===== config.mk =====
export PLATFORM = sky130hd
export DESIGN_NAME = nvc_ctrl
export DESIGN_NICKNAME = d
export VERILOG_FILES = /design/src/shared/nvc_pkg.sv /design/src/hdl/nvc_ctrl.sv /design/src/hdl/nvc_sync.sv /design/src/hdl/nvc_tick.sv
export VERILOG_INCLUDE_DIRS = /design/src /design/src/shared
export SDC_FILE = /design/constraint.sdc
export NUM_CORES = 1
export LEC_CHECK = 0
export ABC_CLOCK_PERIOD_IN_PS = 2600
export BUFFER_PORTS_ARGS = -buffer_cell sky130_fd_sc_hd__buf_2
export CAP_MARGIN = 20
export CELL_PAD_IN_SITES_DETAIL_PLACEMENT = 1
export CELL_PAD_IN_SITES_GLOBAL_PLACEMENT = 1
export CORE_MARGIN = 2
export CORE_UTILIZATION = 44
export CTS_CLUSTER_DIAMETER = 80
export DETAILED_ROUTE_END_ITERATION = 16
export MAX_ROUTING_LAYER = met4
export PLACE_DENSITY_LB_ADDON = 0.1
export SYNTH_ARGS = -nofsm -noshare
export SYNTH_HDL_FRONTEND = slang
export SYNTH_SLANG_ARGS = --single-unit

===== constraint.sdc =====
create_clock -name REF_CLK_IN -period 2.6 [get_ports REF_CLK_IN]
set_clock_uncertainty 0.2 [all_clocks]
set_input_delay 0.13 -clock REF_CLK_IN [delete_from_list [all_inputs] [get_ports REF_CLK_IN]]
set_output_delay 0.13 -clock REF_CLK_IN [all_outputs]
set_load 0.005 [all_outputs]

===== src/shared/nvc_defines.svh =====
// constants for the serial memory bus controller
`ifndef NVC_DEFINES_SVH
`define NVC_DEFINES_SVH

// ----------------------------------------------------------------
// register offsets of the controller's own command port
// ----------------------------------------------------------------
`define NVC_REG_CTRL      4'h0
`define NVC_REG_ADDR      4'h1
`define NVC_REG_WDATA     4'h2
`define NVC_REG_STATUS    4'h3
`define NVC_REG_RDATA     4'h4
`define NVC_REG_CFG       4'h5

// ----------------------------------------------------------------
// field positions
// ----------------------------------------------------------------
`define NVC_CTRL_START    0
`define NVC_CTRL_STOP     1
`define NVC_CTRL_WRITE    2
`define NVC_CTRL_READ     3
`define NVC_CTRL_ACK      4
`define NVC_CTRL_ADDRW    5
`define NVC_ST_BUSY       0
`define NVC_ST_NACK       1
`define NVC_ST_RVALID     2

// ----------------------------------------------------------------
// reset values and codes
// ----------------------------------------------------------------
`define NVC_TYPE_CODE     4'h5
`define NVC_CFG_RESET     4'h0
`define NVC_ADDR_RESET    16'h0000

// ----------------------------------------------------------------
// timing: the link clock is divided from the 50 MHz clock
// ----------------------------------------------------------------
`define NVC_CLK_MHZ       50
`define NVC_SCL_KHZ       400
`define NVC_QTR_CYC       ((`NVC_CLK_MHZ * 1000) / (`NVC_SCL_KHZ * 4))

`endif


===== src/shared/nvc_pkg.sv =====
// types shared by the serial memory bus controller
package nvc_pkg;

   // one-hot bit sequencer states
   typedef enum logic [6:0] {
      NVC_IDLE  = 7'b000_0001,
      NVC_START = 7'b000_0010,
      NVC_SEND  = 7'b000_0100,
      NVC_RECV  = 7'b000_1000,
      NVC_ACKTX = 7'b001_0000,
      NVC_ACKRX = 7'b010_0000,
      NVC_STOP  = 7'b100_0000
   } nvc_state_t;

   // command carried from the register port to the sequencer
   typedef struct packed {
      logic       start;
      logic       stop;
      logic       wr;
      logic       rd;
      logic       ack;
      logic [7:0] data;
   } nvc_cmd_t;

   // open-drain pin as two signals
   typedef struct packed {
      logic o;
      logic oe;
   } nvc_pin_t;

endpackage


===== src/hdl/nvc_ctrl.sv =====
// bus controller that drives the serial nonvolatile memory
// Functional notes
// - stop: SDA rises while SCL high
// - start: SDA falls while SCL high
// - change SDA only while SCL low
// - ninth clock carries the acknowledge
// - address byte LSB picks read/write
// - write sends two memory address bytes
// - every byte sent MSB first
// - end read: nack then stop/start
// - random read: address write, repeated start
// - start first after a supply dip
//
// The register offsets and the strobed register port were chosen for this implementation.
`timescale 1ns/1ps
`include "nvc_defines.svh"
module nvc_ctrl (
   // clock, reset, enable
   input  wire logic              REF_CLK_IN,
   input  wire logic              RST_IN,
   input  wire logic              CE_IN,
   // register port
   input  wire logic [3:0]        ADDR_IN,
   input  wire logic [7:0]        WDATA_IN,
   input  wire logic              WR_IN,
   input  wire logic              RD_IN,
   output logic      [7:0]        RDATA_OUT,
   // link pins
   input  wire logic              SCL_IN,
   input  wire logic              SDA_IN,
   output logic                   SCL_OUT,
   output logic                   SCL_OE_OUT,
   output logic                   SDA_OUT,
   output logic                   SDA_OE_OUT,
   // strap levels to the device, and the sequencer state
   output logic      [2:0]        SEL_OUT,
   output logic                   WP_OUT,
   output nvc_pkg::nvc_state_t    STATE_OUT
);
   import nvc_pkg::*;

   // ----------------------------------------------------------------
   // register decode
   // ----------------------------------------------------------------
   nvc_state_t  state;
   nvc_state_t  next_state;
   nvc_cmd_t    cmd;
   logic [3:0]  cfg;
   logic [7:0]  shreg;
   logic [7:0]  rbyte;
   logic [3:0]  bitn;
   logic [1:0]  phase;
   logic        nack;
   logic        rvalid;
   logic        stop_pend;
   logic        sda_s;
   logic        scl_s;
   logic        tick;
   logic        sda_low;
   logic        scl_low;
   logic        held;

   wire busy       = (state != NVC_IDLE);
   wire wr_ctrl    = WR_IN && (ADDR_IN == `NVC_REG_CTRL) && !busy;
   wire wr_wdata   = WR_IN && (ADDR_IN == `NVC_REG_WDATA);
   wire wr_cfg     = WR_IN && (ADDR_IN == `NVC_REG_CFG);
   wire rd_rdata   = RD_IN && (ADDR_IN == `NVC_REG_RDATA);
   // target byte built from type code, select pins and direction
   wire [7:0] addr_byte = {`NVC_TYPE_CODE, cfg[2:0], WDATA_IN[`NVC_CTRL_READ]};
   wire [7:0] status  = {5'h00, rvalid, nack, busy};
   wire [7:0] rd_mux  = (ADDR_IN == `NVC_REG_STATUS) ? status :
                        (ADDR_IN == `NVC_REG_RDATA)  ? rbyte :
                        (ADDR_IN == `NVC_REG_CFG)    ? {4'h0, cfg} :
                        (ADDR_IN == `NVC_REG_WDATA)  ? cmd.data : 8'h00;
   wire sda_now     = SDA_IN;

   // ----------------------------------------------------------------
   // pin sampling and quarter tick
   // ----------------------------------------------------------------
   nvc_sync u_sda (
      .REF_CLK_IN (REF_CLK_IN),
      .RST_IN     (RST_IN),
      .CE_IN      (CE_IN),
      .D_IN       (sda_now),
      .Q_OUT      (sda_s)
   );
   nvc_sync u_scl (
      .REF_CLK_IN (REF_CLK_IN),
      .RST_IN     (RST_IN),
      .CE_IN      (CE_IN),
      .D_IN       (SCL_IN),
      .Q_OUT      (scl_s)
   );
   nvc_tick u_tick (
      .REF_CLK_IN (REF_CLK_IN),
      .RST_IN     (RST_IN),
      .CE_IN      (CE_IN),
      .RUN_IN     (busy),
      .TICK_OUT   (tick)
   );

   // ----------------------------------------------------------------
   // sequencer: four quarter phases per link clock
   // ----------------------------------------------------------------
   wire last_q   = tick && (phase == 2'd3);
   wire sample_q = tick && (phase == 2'd1);   // SCL high, read the line
   wire byte_end = (bitn == 4'd7);

   // next state on the last quarter of each bit
   always_comb begin
      next_state = state;
      case (state)
         NVC_IDLE:  next_state = state;
         NVC_START: next_state = cmd.wr ? NVC_SEND : (cmd.rd ? NVC_RECV : NVC_STOP);
         NVC_SEND:  next_state = byte_end ? NVC_ACKRX : NVC_SEND;
         NVC_RECV:  next_state = byte_end ? NVC_ACKTX : NVC_RECV;
         NVC_ACKRX: next_state = (nack || stop_pend) ? NVC_STOP : NVC_IDLE;
         NVC_ACKTX: next_state = stop_pend ? NVC_STOP : NVC_IDLE;
         NVC_STOP:  next_state = NVC_IDLE;
         default:   next_state = NVC_IDLE;
      endcase
   end

   // SCL low in phases 0 and 3, high in 1 and 2; SDA moves in phase 0
   // a held bus keeps SCL low between bytes, else the device sees a stray clock
   always_comb begin
      scl_low = (phase == 2'd0) || (phase == 2'd3);
      sda_low = 1'b0;
      case (state)
         NVC_IDLE: begin
            scl_low = held;
            sda_low = 1'b0;
         end
         NVC_START: begin
            // data falls only after the clock has stood high for a quarter
            scl_low = (phase == 2'd3) || (held && (phase == 2'd0));
            sda_low = (phase >= 2'd2);
         end
         NVC_SEND:  sda_low = !shreg[7];
         NVC_RECV:  sda_low = 1'b0;
         NVC_ACKTX: sda_low = cmd.ack;
         NVC_ACKRX: sda_low = 1'b0;
         NVC_STOP: begin
            sda_low = (phase < 2'd2);
            scl_low = (phase == 2'd0);
         end
         default: begin
            scl_low = 1'b0;
            sda_low = 1'b0;
         end
      endcase
   end

   // state, phase and bit counters
   always_ff @(posedge REF_CLK_IN) begin
      if (RST_IN) begin
         state <= NVC_IDLE;
         phase <= 2'd0;
         bitn  <= 4'd0;
         held  <= 1'b0;
      end else if (CE_IN) begin
         if (wr_ctrl && (WDATA_IN[`NVC_CTRL_START] || WDATA_IN[`NVC_CTRL_WRITE]
                         || WDATA_IN[`NVC_CTRL_READ] || WDATA_IN[`NVC_CTRL_STOP])) begin
            state <= WDATA_IN[`NVC_CTRL_START] ? NVC_START :
                     WDATA_IN[`NVC_CTRL_WRITE] ? NVC_SEND :
                     WDATA_IN[`NVC_CTRL_READ]  ? NVC_RECV : NVC_STOP;
            phase <= 2'd0;
            bitn  <= 4'd0;
         end else if (tick) begin
            phase <= phase + 2'd1;
            if (last_q) begin
               state <= next_state;
               bitn  <= (state == NVC_SEND || state == NVC_RECV) && !byte_end
                        ? bitn + 4'd1 : 4'd0;
               // the bus stays owned from a start until its stop completes
               if (state == NVC_START) begin
                  held <= 1'b1;
               end else if (state == NVC_STOP) begin
                  held <= 1'b0;
               end
            end
         end
      end
   end

   // command latch: a cmd with ADDRW and START or WRITE sends the target byte, its READ bit giving the direction
   always_ff @(posedge REF_CLK_IN) begin
      if (RST_IN) begin
         cmd <= '0;
      end else if (CE_IN) begin
         if (wr_ctrl) begin
            cmd.start <= WDATA_IN[`NVC_CTRL_START];
            cmd.stop  <= WDATA_IN[`NVC_CTRL_STOP];
            cmd.wr    <= WDATA_IN[`NVC_CTRL_WRITE] || WDATA_IN[`NVC_CTRL_ADDRW];
            cmd.rd    <= WDATA_IN[`NVC_CTRL_READ] && !WDATA_IN[`NVC_CTRL_ADDRW];
            cmd.ack   <= WDATA_IN[`NVC_CTRL_ACK];
         end
         if (wr_wdata) begin
            cmd.data <= WDATA_IN;
         end
      end
   end

   // shift register: target byte on an ADDRW cmd, else data; MSB first
   always_ff @(posedge REF_CLK_IN) begin
      if (RST_IN) begin
         shreg <= 8'h00;
      end else if (CE_IN) begin
         if (wr_ctrl && WDATA_IN[`NVC_CTRL_ADDRW]) begin
            shreg <= addr_byte;
         end else if (wr_ctrl) begin
            shreg <= cmd.data;
         end else if (sample_q && state == NVC_RECV) begin
            shreg <= {shreg[6:0], sda_s};
         end else if (last_q && state == NVC_SEND) begin
            shreg <= {shreg[6:0], 1'b0};
         end
      end
   end

   // acknowledge result, received byte, stop request
   always_ff @(posedge REF_CLK_IN) begin
      if (RST_IN) begin
         nack      <= 1'b0;
         rvalid    <= 1'b0;
         rbyte     <= 8'h00;
         stop_pend <= 1'b0;
      end else if (CE_IN) begin
         if (wr_ctrl) begin
            stop_pend <= WDATA_IN[`NVC_CTRL_STOP];
         end
         if (sample_q && state == NVC_ACKRX) begin
            nack <= sda_s;
         end else if (wr_ctrl) begin
            nack <= 1'b0;
         end
         // a new byte wins over the clearing read
         if (last_q && state == NVC_RECV && byte_end) begin
            rvalid <= 1'b1;
            rbyte  <= shreg;
         end else if (rd_rdata) begin
            rvalid <= 1'b0;
         end
      end
   end

   // configuration: select pin levels and write protect
   always_ff @(posedge REF_CLK_IN) begin
      if (RST_IN) begin
         cfg <= `NVC_CFG_RESET;
      end else if (CE_IN && wr_cfg) begin
         cfg <= WDATA_IN[3:0];
      end
   end

   // ----------------------------------------------------------------
   // registered outputs; lines are open drain, enable means pull low
   // ----------------------------------------------------------------
   always_ff @(posedge REF_CLK_IN) begin
      if (RST_IN) begin
         SCL_OUT    <= 1'b0;
         SCL_OE_OUT <= 1'b0;
         SDA_OUT    <= 1'b0;
         SDA_OE_OUT <= 1'b0;
         SEL_OUT    <= 3'b000;
         WP_OUT     <= 1'b0;
         RDATA_OUT  <= 8'h00;
         STATE_OUT  <= NVC_IDLE;
      end else if (CE_IN) begin
         SCL_OUT    <= 1'b0;
         SCL_OE_OUT <= scl_low;
         SDA_OUT    <= 1'b0;
         SDA_OE_OUT <= sda_low;
         SEL_OUT    <= cfg[2:0];
         WP_OUT     <= cfg[3];
         RDATA_OUT  <= RD_IN ? rd_mux : 8'h00;
         STATE_OUT  <= state;
      end
   end

   // ----------------------------------------------------------------
   // checks
   // ----------------------------------------------------------------
   // data only moves while the clock is low
   a_sda_steady: assert property (@(posedge REF_CLK_IN) disable iff (RST_IN)
      (CE_IN && !SCL_OE_OUT && $past(!SCL_OE_OUT) && busy
       && state != NVC_START && state != NVC_STOP) |-> $stable(SDA_OE_OUT))
      else $error("data line moved while clock high");
   // every sample point finds the clock line really high
   a_scl_high: assert property (@(posedge REF_CLK_IN) disable iff (RST_IN)
      (CE_IN && sample_q && busy) |-> scl_s)
      else $error("sampled while clock line low");
   // a held bus keeps its clock low between bytes
   a_idle_hold: assert property (@(posedge REF_CLK_IN) disable iff (RST_IN)
      (CE_IN && state == NVC_IDLE && held) |-> ##1 SCL_OE_OUT)
      else $error("clock released between bytes");
   // start: clock already high, then data falls
   a_start_shape: assert property (@(posedge REF_CLK_IN) disable iff (RST_IN)
      (CE_IN && state == NVC_START && phase == 2'd1 && tick)
      |=> (!SDA_OE_OUT && !SCL_OE_OUT) ##1 (SDA_OE_OUT && !SCL_OE_OUT))
      else $error("start not pulled low in clock high");
   // stop: data held low under a high clock, then released
   a_stop_rise: assert property (@(posedge REF_CLK_IN) disable iff (RST_IN)
      (CE_IN && state == NVC_STOP && phase == 2'd1 && tick)
      |=> (SDA_OE_OUT && !SCL_OE_OUT) ##1 (!SDA_OE_OUT && !SCL_OE_OUT))
      else $error("stop edge not under a high clock");
   // stop ends with the data line released
   a_stop_shape: assert property (@(posedge REF_CLK_IN) disable iff (RST_IN)
      (state == NVC_STOP && phase == 2'd3) |-> ##1 !SDA_OE_OUT)
      else $error("stop left data line low");
   // the device's ack slot is left to the device
   a_ack_release: assert property (@(posedge REF_CLK_IN) disable iff (RST_IN)
      (state == NVC_ACKRX) |-> ##1 !SDA_OE_OUT)
      else $error("data line held in device ack slot");
   // while the device sends data the line is left alone
   a_recv_release: assert property (@(posedge REF_CLK_IN) disable iff (RST_IN)
      (state == NVC_RECV) |-> ##1 !SDA_OE_OUT)
      else $error("data line held while receiving");
   // the ninth clock of every byte is an ack slot
   a_ack_slot: assert property (@(posedge REF_CLK_IN) disable iff (RST_IN)
      (CE_IN && last_q && (state == NVC_SEND || state == NVC_RECV) && byte_end)
      |=> (state == NVC_ACKRX || state == NVC_ACKTX))
      else $error("no ack slot after eighth bit");
   // no ack slot before the eighth bit of a sent byte
   a_byte_len: assert property (@(posedge REF_CLK_IN) disable iff (RST_IN)
      (CE_IN && last_q && state == NVC_SEND && !byte_end) |=> state == NVC_SEND)
      else $error("byte cut short");
   // first bit on the line is the msb
   a_msb_first: assert property (@(posedge REF_CLK_IN) disable iff (RST_IN)
      (state == NVC_SEND && bitn == 4'd0) |-> ##1 (SDA_OE_OUT == !$past(shreg[7])))
      else $error("first bit is not msb");
   // a refused byte is followed by a stop
   a_nack_stop: assert property (@(posedge REF_CLK_IN) disable iff (RST_IN)
      (CE_IN && last_q && state == NVC_ACKRX && nack) |=> state == NVC_STOP)
      else $error("no stop after device nack");
   // ack or no-ack as software asked
   a_read_ack: assert property (@(posedge REF_CLK_IN) disable iff (RST_IN)
      (state == NVC_ACKTX) |-> ##1 (SDA_OE_OUT == $past(cmd.ack)))
      else $error("read ack slot wrong");
   // target byte carries the type code
   a_target_code: assert property (@(posedge REF_CLK_IN) disable iff (RST_IN)
      (CE_IN && wr_ctrl && WDATA_IN[`NVC_CTRL_ADDRW]) |=> shreg[7:4] == `NVC_TYPE_CODE)
      else $error("target code not loaded");
   // direction bit lands in the target byte lsb
   a_read_dir: assert property (@(posedge REF_CLK_IN) disable iff (RST_IN)
      (CE_IN && wr_ctrl && WDATA_IN[`NVC_CTRL_ADDRW])
      |=> shreg[0] == $past(WDATA_IN[`NVC_CTRL_READ]))
      else $error("direction bit not loaded");
endmodule


===== src/hdl/nvc_sync.sv =====
// two-stage synchroniser for pins from outside the clock domain
`timescale 1ns/1ps
module nvc_sync (
   // clock and control
   input  wire logic REF_CLK_IN,
   input  wire logic RST_IN,
   input  wire logic CE_IN,
   // pin in, synchronised level out
   input  wire logic D_IN,
   output logic      Q_OUT
);
   logic meta;

   // first stage feeds only the second stage
   always_ff @(posedge REF_CLK_IN) begin
      if (RST_IN) begin
         meta  <= 1'b1;
         Q_OUT <= 1'b1;
      end else if (CE_IN) begin
         meta  <= D_IN;
         Q_OUT <= meta;
      end
   end
endmodule


===== src/hdl/nvc_tick.sv =====
// quarter-period tick divider that paces the link clock
`timescale 1ns/1ps
`include "nvc_defines.svh"
module nvc_tick (
   // clock and control
   input  wire logic REF_CLK_IN,
   input  wire logic RST_IN,
   input  wire logic CE_IN,
   input  wire logic RUN_IN,
   // one-cycle tick
   output logic      TICK_OUT
);
   localparam logic [7:0] QTR = 8'(`NVC_QTR_CYC - 1);
   logic [7:0] cnt;
   wire        at_end = (cnt == QTR);

   // counter restarts whenever the sequencer is idle
   always_ff @(posedge REF_CLK_IN) begin
      if (RST_IN) begin
         cnt      <= 8'h00;
         TICK_OUT <= 1'b0;
      end else if (CE_IN) begin
         cnt      <= (!RUN_IN || at_end) ? 8'h00 : cnt + 8'h01;
         TICK_OUT <= RUN_IN && at_end;
      end
   end
endmodule


==> metrics.csv, run 1 <==
metric;value;unit
Pleak;1.76;nW
DRT iter0 DRCs;129;
status;completed;
gr ovfl total;0;
startpoint types;flip-flop;
Crit Reg-Reg Startpoint;state[6];
Max Cap Viol;0;
Vias;3655;
vias in the first global route;3674;
Net Sw Power;593;uW
Nets;545;
unrepaired setup endpoints after global routing;false;
Crit Path Class;reg -> reg;
die width;99.2;um
starting density of the core;45.5;%
IO Count;42;
Syn-to-layout area delta;16.2;%
setup bufs post-CTS;0;
switch share;26.2;%
Chip Height;99.2;um
Critical Path Sink;state[1];
depth of the worst register-to-register path;6;
CTS sink count;80;
power per cell area;489;mW/mm^2
Final Cycle Share;86.4;%
flop-to-flop setup slack;0.35;ns
EDFF count, synth;0;
port bufs;38;
Fmax achieved;445;MHz
Synth Area per Inst;8.54;sq um
Resized cells post-CTS;0;
Power Total;2.26;mW
CORE AREA;0.00876;sq mm
ys async rst share;0;%
Syn. warnings;0;
clk_lat worst skew;0.36;ns
synthesized instance count;467;
Max-slew headroom;61.7;%
Post-synth top flop;dfxtp_1;
Synth Register Bits;80;
Finished Layout Cells;632;
VDD IR max;310;uV
Reg clk slew, reported paths;0.09;ns
area leader, netlist;dfxtp_1;
crit end category;flip-flop;
setup violators final;0;
Combinational Power Share;7.3;%
first-pass GRT wire length;19.3;mm
final antenna diode count;0;
Final Max Tran Viols;0;
drt via density;5.78;
Setup TNS Final;0;ns
# H-tree levels;3;
Fillers;1050;
DP Wirelength;8.47;mm
GRT Total Usage;25.4;%
Clock Power Share;38.0;%
part of the power in registers;54.7;%
Placed Cells;605;
die area;0.00984;sq mm
critical path arrival;2.33;ns
antenna violations before repair;0;
worst r2r dst;state[1];
post-layout util;52.9;%
row count;34;
worst-margin pin slew;0.568;ns
Clock Root Buffer;clkbuf_8;
routability cong.;0.942;
worst-path fanout max;11;
fin crit period;2.25;ns
DRC;0;
synth unique cells;58;
start point of the critical path;state[6];
antenna-violating nets left;0;
Seq/Total Area, Yosys;40.2;%
Pint;1.67;mW
Critical Path RT;2.68;ns
final hold viol count;0;
Synth area leaders;dfxtp_1, mux2i_1, nor2_1;
wire length per cell;18.4;um
number of iterations in the first detailed-routing pass;4;
Routed WL;11.6;mm
share of layout cells above drive strength 1;16.4;%
largest net degree at the start of global routing;38;
mapped cell area;0.00399;sq mm
clk buf depth;2;
total CTS buffers;9;
Synth top area share;40.2;%
CTS tree;done;
hold crit path type;in -> reg;
## registers in the layout (all words and copies together), names as in the netlist, 2 cells and up
register,count
RDATA_OUT,8
SEL_OUT,3
STATE_OUT,7
bitn,4
cfg,4
cmd,11
phase,2
rbyte,8
shreg,8
state,7
u_tick.cnt,8
## Yosys cell counts (all sizes together) (6+ instances only)
library cell / n
a211oi: 7
a21oi: 28
a22oi: 6
buf: 14
clkbuf: 17
dfxtp: 80
ha: 7
inv: 11
mux2i: 35
nand2: 43
nand2b: 10
nand3: 21
nor2: 64
nor2b: 7
nor3: 10
nor3b: 8
nor4: 7
o211ai: 9
o21ai: 15
## cells by family (layout without fill, tap and decap cells)
kind of cell	count (synthesis)	in the layout	share of synthesized area, %
flops	80	80	40.2
mux	36	36	9.07
compound gates	93	93	15.8
simple gates	201	201	26.6
xor+xnor	7	7	1.54
other cells	1	2	0.0941
buf+inv	42	98	4.55
fa+ha+maj	7	7	2.20
## power groups by stage
stage	Clock [mW]	Sequential [mW]	Combinational (mW)
after detailed placement	0	1.27	0.151
after floorplan	0	1.27	0.0920
final	0.859	1.24	0.165
after global placement	0	1.27	0.148
after global routing	0.941	1.24	0.181
after CTS	0.887	1.24	0.165
## what timing repair did
action	CTS	global route
endpoints found under the hold margin	18	0
hold buffers	11	0
endpoints found under the setup margin	0	0
## worst max-delay path: stages, from the launching register on
cell and delay, ns:
dfxtp_1 0.42, nor3b_1 0.35, and2_1 0.35, a41oi_1 0.16, buf_4 0.20, or3_1 0.33
a21oi_1 0.16
## layout by cell type, fill, tap and decap left out, drive strengths merged, types with 8 or more instances in the layout
| cell type | n |
|---|---|
| dfxtp | 80 |
| clkbuf | 11 |
| nor2 | 64 |
| nand2 | 43 |
| nand2b | 10 |
| a21oi | 28 |
| o211ai | 9 |
| dlygate4sd3 | 11 |
| nand3 | 21 |
| mux2i | 35 |
| inv | 12 |
| buf | 60 |
| nor3 | 10 |
| o21ai | 15 |
| nor3b | 8 |
## stage by stage
step / instance area (sq um) / hold WS, ns / setup slack, ns
after floorplan: 3990 / 0.0584 / 0.625
after global placement: 4340 / 0.147 / 0.465
after detailed placement: 4340 / 0.166 / 0.394
after CTS: 4630 / 0.00866 / 0.361
after global routing: 4630 / 0.0294 / 0.226
final: 4630 / 0.0136 / 0.353
## cell type report
type	count	area, sq um	share of cell area (%)
multi-input combinational	346	2210	47.7
sequential	80	1600	34.6
timing repair buffer	71	465	10.0
clock buffer	11	141	3.05
tap	108	135	2.92
inverter	11	41.3	0.891
clock inverter	5	40.0	0.864
## metal layers
| layer | vias up | global-route usage [%] | part of all wire, % | routed length, um |
|---|---|---|---|---|
| met5 | - | - | 0 | 0 |
| met1 | 1796 | 32.0 | 45 | 5260 |
| met3 | 22 | 4.78 | 3.7 | 434 |
| li1 | 1779 | - | - | - |
| met2 | 58 | 41.6 | 49 | 5730 |
| met4 | 0 | 7.27 | 1.7 | 192 |
## worst min path at each step
stage	start	end	slack (ns)	cells after the start
2_1_floorplan	SDA_IN	u_sda.meta	0.06	2
3_3_place_gp	SDA_IN	u_sda.meta	0.15	3
3_5_place_dp	SDA_IN	u_sda.meta	0.17	3
4_1_cts	CE_IN	u_tick.cnt[0]	0.009	3
5_1_grt	CE_IN	u_tick.TICK_OUT	0.03	3
6_report	CE_IN	u_tick.cnt[0]	0.01	3
No activity file was read; power rests on OpenSTA's default activity.
==> run 2: changes to the inputs <==
--- a/config.mk
+++ b/config.mk
@@ -7,7 +7,7 @@
 export NUM_CORES = 1
 export LEC_CHECK = 0
 export ABC_CLOCK_PERIOD_IN_PS = 2600
-export BUFFER_PORTS_ARGS = -buffer_cell sky130_fd_sc_hd__buf_2
+export BUFFER_PORTS_ARGS = -buffer_cell sky130_fd_sc_hd__clkbuf_2
 export CAP_MARGIN = 20
 export CELL_PAD_IN_SITES_DETAIL_PLACEMENT = 1
 export CELL_PAD_IN_SITES_GLOBAL_PLACEMENT = 1
==> metrics.csv, run 2 (synthesis gave the netlist of run 1 again) <==
metric;value;unit
Hold Path End;cmd[5];
Pleak;1.74;nW
worst-path fanout max;10;
antenna violations before repair;0;
number of iterations in the first detailed-routing pass;4;
GRT Total Usage;24.5;%
clk buf depth;2;
vias in the first global route;3664;
Fmax achieved;451;MHz
setup bufs post-CTS;0;
routability cong.;0.911;
Max-slew headroom;62.4;%
most frequent cells in the layout;dfxtp_1, nor2_1, nand2_1, clkbuf_2, mux2i_1;
CORE AREA;0.00876;sq mm
Chip Height;99.2;um
worst r2r dst;cmd[10];
Reg clk slew, reported paths;0.09;ns
Critical Path RT;2.62;ns
hold crit path type;in -> reg;
flop-to-flop setup slack;0.38;ns
Final Instance Area;0.00460;sq mm
CTS sink count;80;
starting density of the core;45.5;%
IO Count;42;
setup violators final;0;
Net Sw Power;601;uW
Final Cycle Share;85.4;%
die width;99.2;um
CTS tree;done;
Final Max Tran Viols;0;
Hold Buf Count CTS;8;
Syn-to-layout area delta;15.5;%
final hold viol count;0;
worst-margin pin slew;0.558;ns
antenna-violating nets left;0;
first-pass GRT wire length;18.7;mm
gr ovfl total;0;
row count;34;
Crit Reg-Reg Startpoint;state[4];
part of the power in registers;52.3;%
Power Total;2.37;mW
Finished Layout Cells;626;
wire length per cell;18.0;um
drt via density;5.66;
largest register by flop count;cmd;
total CTS buffers;9;
status;completed;
# H-tree levels;3;
Nets;539;
Combinational Power Share;6.8;%
port bufs;38;
Vias;3543;
largest net degree at the start of global routing;51;
Post-DP Area;0.00432;sq mm
Fillers;1076;
DP Wirelength;8.16;mm
most common cell after layout, fill and taps aside;dfxtp_1;
Crit Path Class;reg -> reg;
power per cell area;514;mW/mm^2
switch share;25.4;%
unrepaired setup endpoints after global routing;false;
depth of the worst register-to-register path;6;
Resized cells post-CTS;0;
die area;0.00984;sq mm
clk_lat worst skew;0.36;ns
VDD IR max;299;uV
DRT iter0 DRCs;133;
Placed Cells;602;
startpoint types;flip-flop;
Max Cap Viol;0;
Pint;1.77;mW
fin crit period;2.22;ns
share of layout cells above drive strength 1;16.0;%
hold path cells;3;
Clock Power Share;40.9;%
Routed WL;11.3;mm
Setup TNS Final;0;ns
DRC;0;
critical path arrival;2.24;ns
crit end category;flip-flop;
min-delay src;WDATA_IN[5];
max FFs per register;11;
final antenna diode count;0;
Clock Root Buffer;clkbuf_8;
-- run 2: cell count changes in the layout (fill, tap and decap cells not counted), sizes merged --
cell         delta
clkbuf         +38
buf            -41
dlygate4sd3     -3
clkinvlp        -2
bufinv          +1
clkinv          +1
-- run 2: worst max-delay path by stage --
| stage | startpoint | end | slack (ns) | depth (start not counted) |
|---|---|---|---|---|
| after floorplan | state[4] | bitn[3] | 0.63 | 6 |
| after global placement | state[6] | state[1] | 0.44 | 6 |
| after detailed placement | state[6] | state[1] | 0.41 | 6 |
| after CTS | state[6] | state[1] | 0.39 | 6 |
| after global routing | state[4] | cmd[10] | 0.20 | 6 |
| final | state[4] | cmd[10] | 0.38 | 6 |
-- run 2: cell type report --
| class | instances | area [sq um] | area share, % |
|---|---|---|---|
| multi-input cells | 346 | 2210 | 47.9 |
| flip-flops and latches | 80 | 1600 | 34.8 |
| repair buffers | 65 | 413 | 8.97 |
| clock buffers | 11 | 141 | 3.07 |
| well taps | 108 | 135 | 2.94 |
| clock inverters | 5 | 63.8 | 1.39 |
| inverters | 11 | 41.3 | 0.897 |
-- run 2: power groups by stage --
stage | Combinational [mW] | Clock, mW | Sequential [mW]
3_3_place_gp | 0.148 | 0 | 1.27
6_report | 0.160 | 0.968 | 1.24
4_1_cts | 0.160 | 0.989 | 1.24
3_5_place_dp | 0.150 | 0 | 1.27
5_1_grt | 0.175 | 1.04 | 1.24
2_1_floorplan | 0.0920 | 0 | 1.27
-- run 2: layer usage --
layer	vias up	global-route usage, %	share of wire (%)
met2	62	39.2	48
met4	0	8.96	1.9
met5	-	-	0
li1	1755	-	-
met1	1707	31.7	47
met3	19	3.44	3.3
-- run 2: through the flow --
stage,worst slack (ns),util (%),hold slack (ns)
CTS,0.389,52.5,0.00501
global route,0.204,52.5,0.0497
detailed placement,0.413,49.3,0.160
global placement,0.444,49.3,0.149
floorplan,0.625,-,0.0584
finish,0.380,52.5,0.0199
-- run 2: critical path, cell delays in order, from the launching register on --
cell and delay, ns:
dfxtp_1 0.35, buf_4 0.18, or4_1 0.63, nor2_1 0.16, nand3_1 0.24, nor3_1 0.24
a211oi_1 0.08
==> run 3: changes to the inputs <==
--- a/config.mk
+++ b/config.mk
@@ -11,6 +11,7 @@
 export CAP_MARGIN = 20
 export CELL_PAD_IN_SITES_DETAIL_PLACEMENT = 1
 export CELL_PAD_IN_SITES_GLOBAL_PLACEMENT = 1
+export CORE_ASPECT_RATIO = 1.2
 export CORE_MARGIN = 2
 export CORE_UTILIZATION = 44
 export CTS_CLUSTER_DIAMETER = 80
==> metrics.csv, run 3 (synthesis gave the netlist of run 1 again) <==
metric;value;unit
status;completed;
hold slack;0.0404;ns
total CTS buffers;9;
DRC;0;
Pint;1.72;mW
Fmax achieved;441;MHz
Syn-to-layout area delta;15.3;%
starting density of the core;44.6;%
CORE AREA;0.00894;sq mm
IO Count;42;
clk buf depth;2;
port bufs;38;
Reg clk slew, reported paths;0.07;ns
fin crit period;2.27;ns
DP Wirelength;8.37;mm
routability cong.;0.893;
setup bufs post-CTS;0;
share of layout cells above drive strength 1;15.7;%
Fillers;1120;
Hold Buf Count CTS;9;
Setup TNS Final;0;ns
die width;90.9;um
critical path arrival;2.28;ns
antenna-violating nets left;0;
unrepaired setup endpoints after global routing;false;
met1 Track Usage GR;28.3;%
most frequent cells in the layout;dfxtp_1, nor2_1, nand2_1, clkbuf_2, mux2i_1;
Pleak;1.73;nW
Vias;3616;
vias in the first global route;3618;
most common cell after layout, fill and taps aside;dfxtp_1;
clk_lat worst skew;0.36;ns
CTS sink count;80;
worst-margin pin slew;0.537;ns
post-layout util;51.4;%
part of the power in registers;54.1;%
final hold viol count;0;
CTS tree;done;
max FFs per register;11;
first-pass GRT wire length;19.0;mm
gr ovfl total;0;
Critical Path RT;2.62;ns
wire length per cell;18.2;um
DRT iter0 DRCs;211;
Clock Power Share;38.8;%
met3 Usage GRT;4.32;%
Clock Root Buffer;clkbuf_8;
met2 Usage GRT;44.9;%
Chip Height;108;um
GRT Total Usage;25.1;%
flop-to-flop setup slack;0.38;ns
largest net degree at the start of global routing;49;
Max Cap Viol;0;
Crit Path Class;in -> reg;
Routed WL;11.6;mm
startpoint types;primary input;
worst-path fanout max;9;
antenna violations before repair;0;
# H-tree levels;3;
Resized cells post-CTS;0;
row count;38;
Nets;540;
largest register by flop count;cmd;
die area;0.00984;sq mm
gr busiest metal;met2;
Max-slew headroom;64.0;%
Combinational Power Share;7.1;%
drt via density;5.68;
VDD IR max;329;uV
setup violators final;0;
Final Max Tran Viols;0;
hold crit path type;in -> reg;
power per cell area;498;mW/mm^2
final antenna diode count;0;
Net Sw Power;569;uW
crit end category;flip-flop;
number of iterations in the first detailed-routing pass;5;
switch share;24.9;%
Final Cycle Share;87.2;%
==> run 3: final timing paths <==
path,from,to,cells past startpoint
max,CE_IN,cmd[4],7
min reg2reg,RDATA_OUT[2],RDATA_OUT[2],2
min,WDATA_IN[5],cmd[5],3
max reg2reg,state[1],state[2],6
==> run 3: final cells by class <==
type                       count  area, sq um  share of cell area, %
tap                          120          150                   3.27
clock inverter                 4         47.5                   1.03
sequential                    80         1600                   34.8
multi-input combinational    346         2210                   48.0
clock buffer                  10          128                   2.78
inverter                      11         41.3                  0.898
timing repair buffer          66          423                   9.20
==> run 3: critical path, cell delays in order <==
cell	delay [ns]
dlygate4sd3_1	0.52
clkbuf_2	0.24
inv_1	0.12
nor4b_4	0.55
nand2_1	0.40
mux2i_1	0.26
nor2_1	0.06
==> run 3: power groups by stage <==
stage	combinational [mW]	sequential [mW]	clock [mW]
after global routing	0.176	1.24	0.965
final	0.162	1.24	0.888
after CTS	0.162	1.24	0.906
after detailed placement	0.151	1.27	0
after floorplan	0.0920	1.27	0
after global placement	0.149	1.27	0
==> run 3: per-layer routing <==
| metal | vias to the layer above | part of all wire, % |
|---|---|---|
| met2 | 56 | 52 |
| met4 | 0 | 2.2 |
| li1 | 1757 | - |
| met3 | 19 | 3.2 |
| met1 | 1784 | 43 |
| met5 | - | 0 |
==> run 3: stage by stage <==
stage	power [mW]	cells	setup slack (ns)	cell area [sq um]
finish	2.29	637	0.334	4600
global route	2.38	637	0.221	4600
CTS	2.31	637	0.361	4600
detailed placement	1.42	614	0.394	4330
global placement	1.42	614	0.490	4330
floorplan	1.36	468	0.625	3990
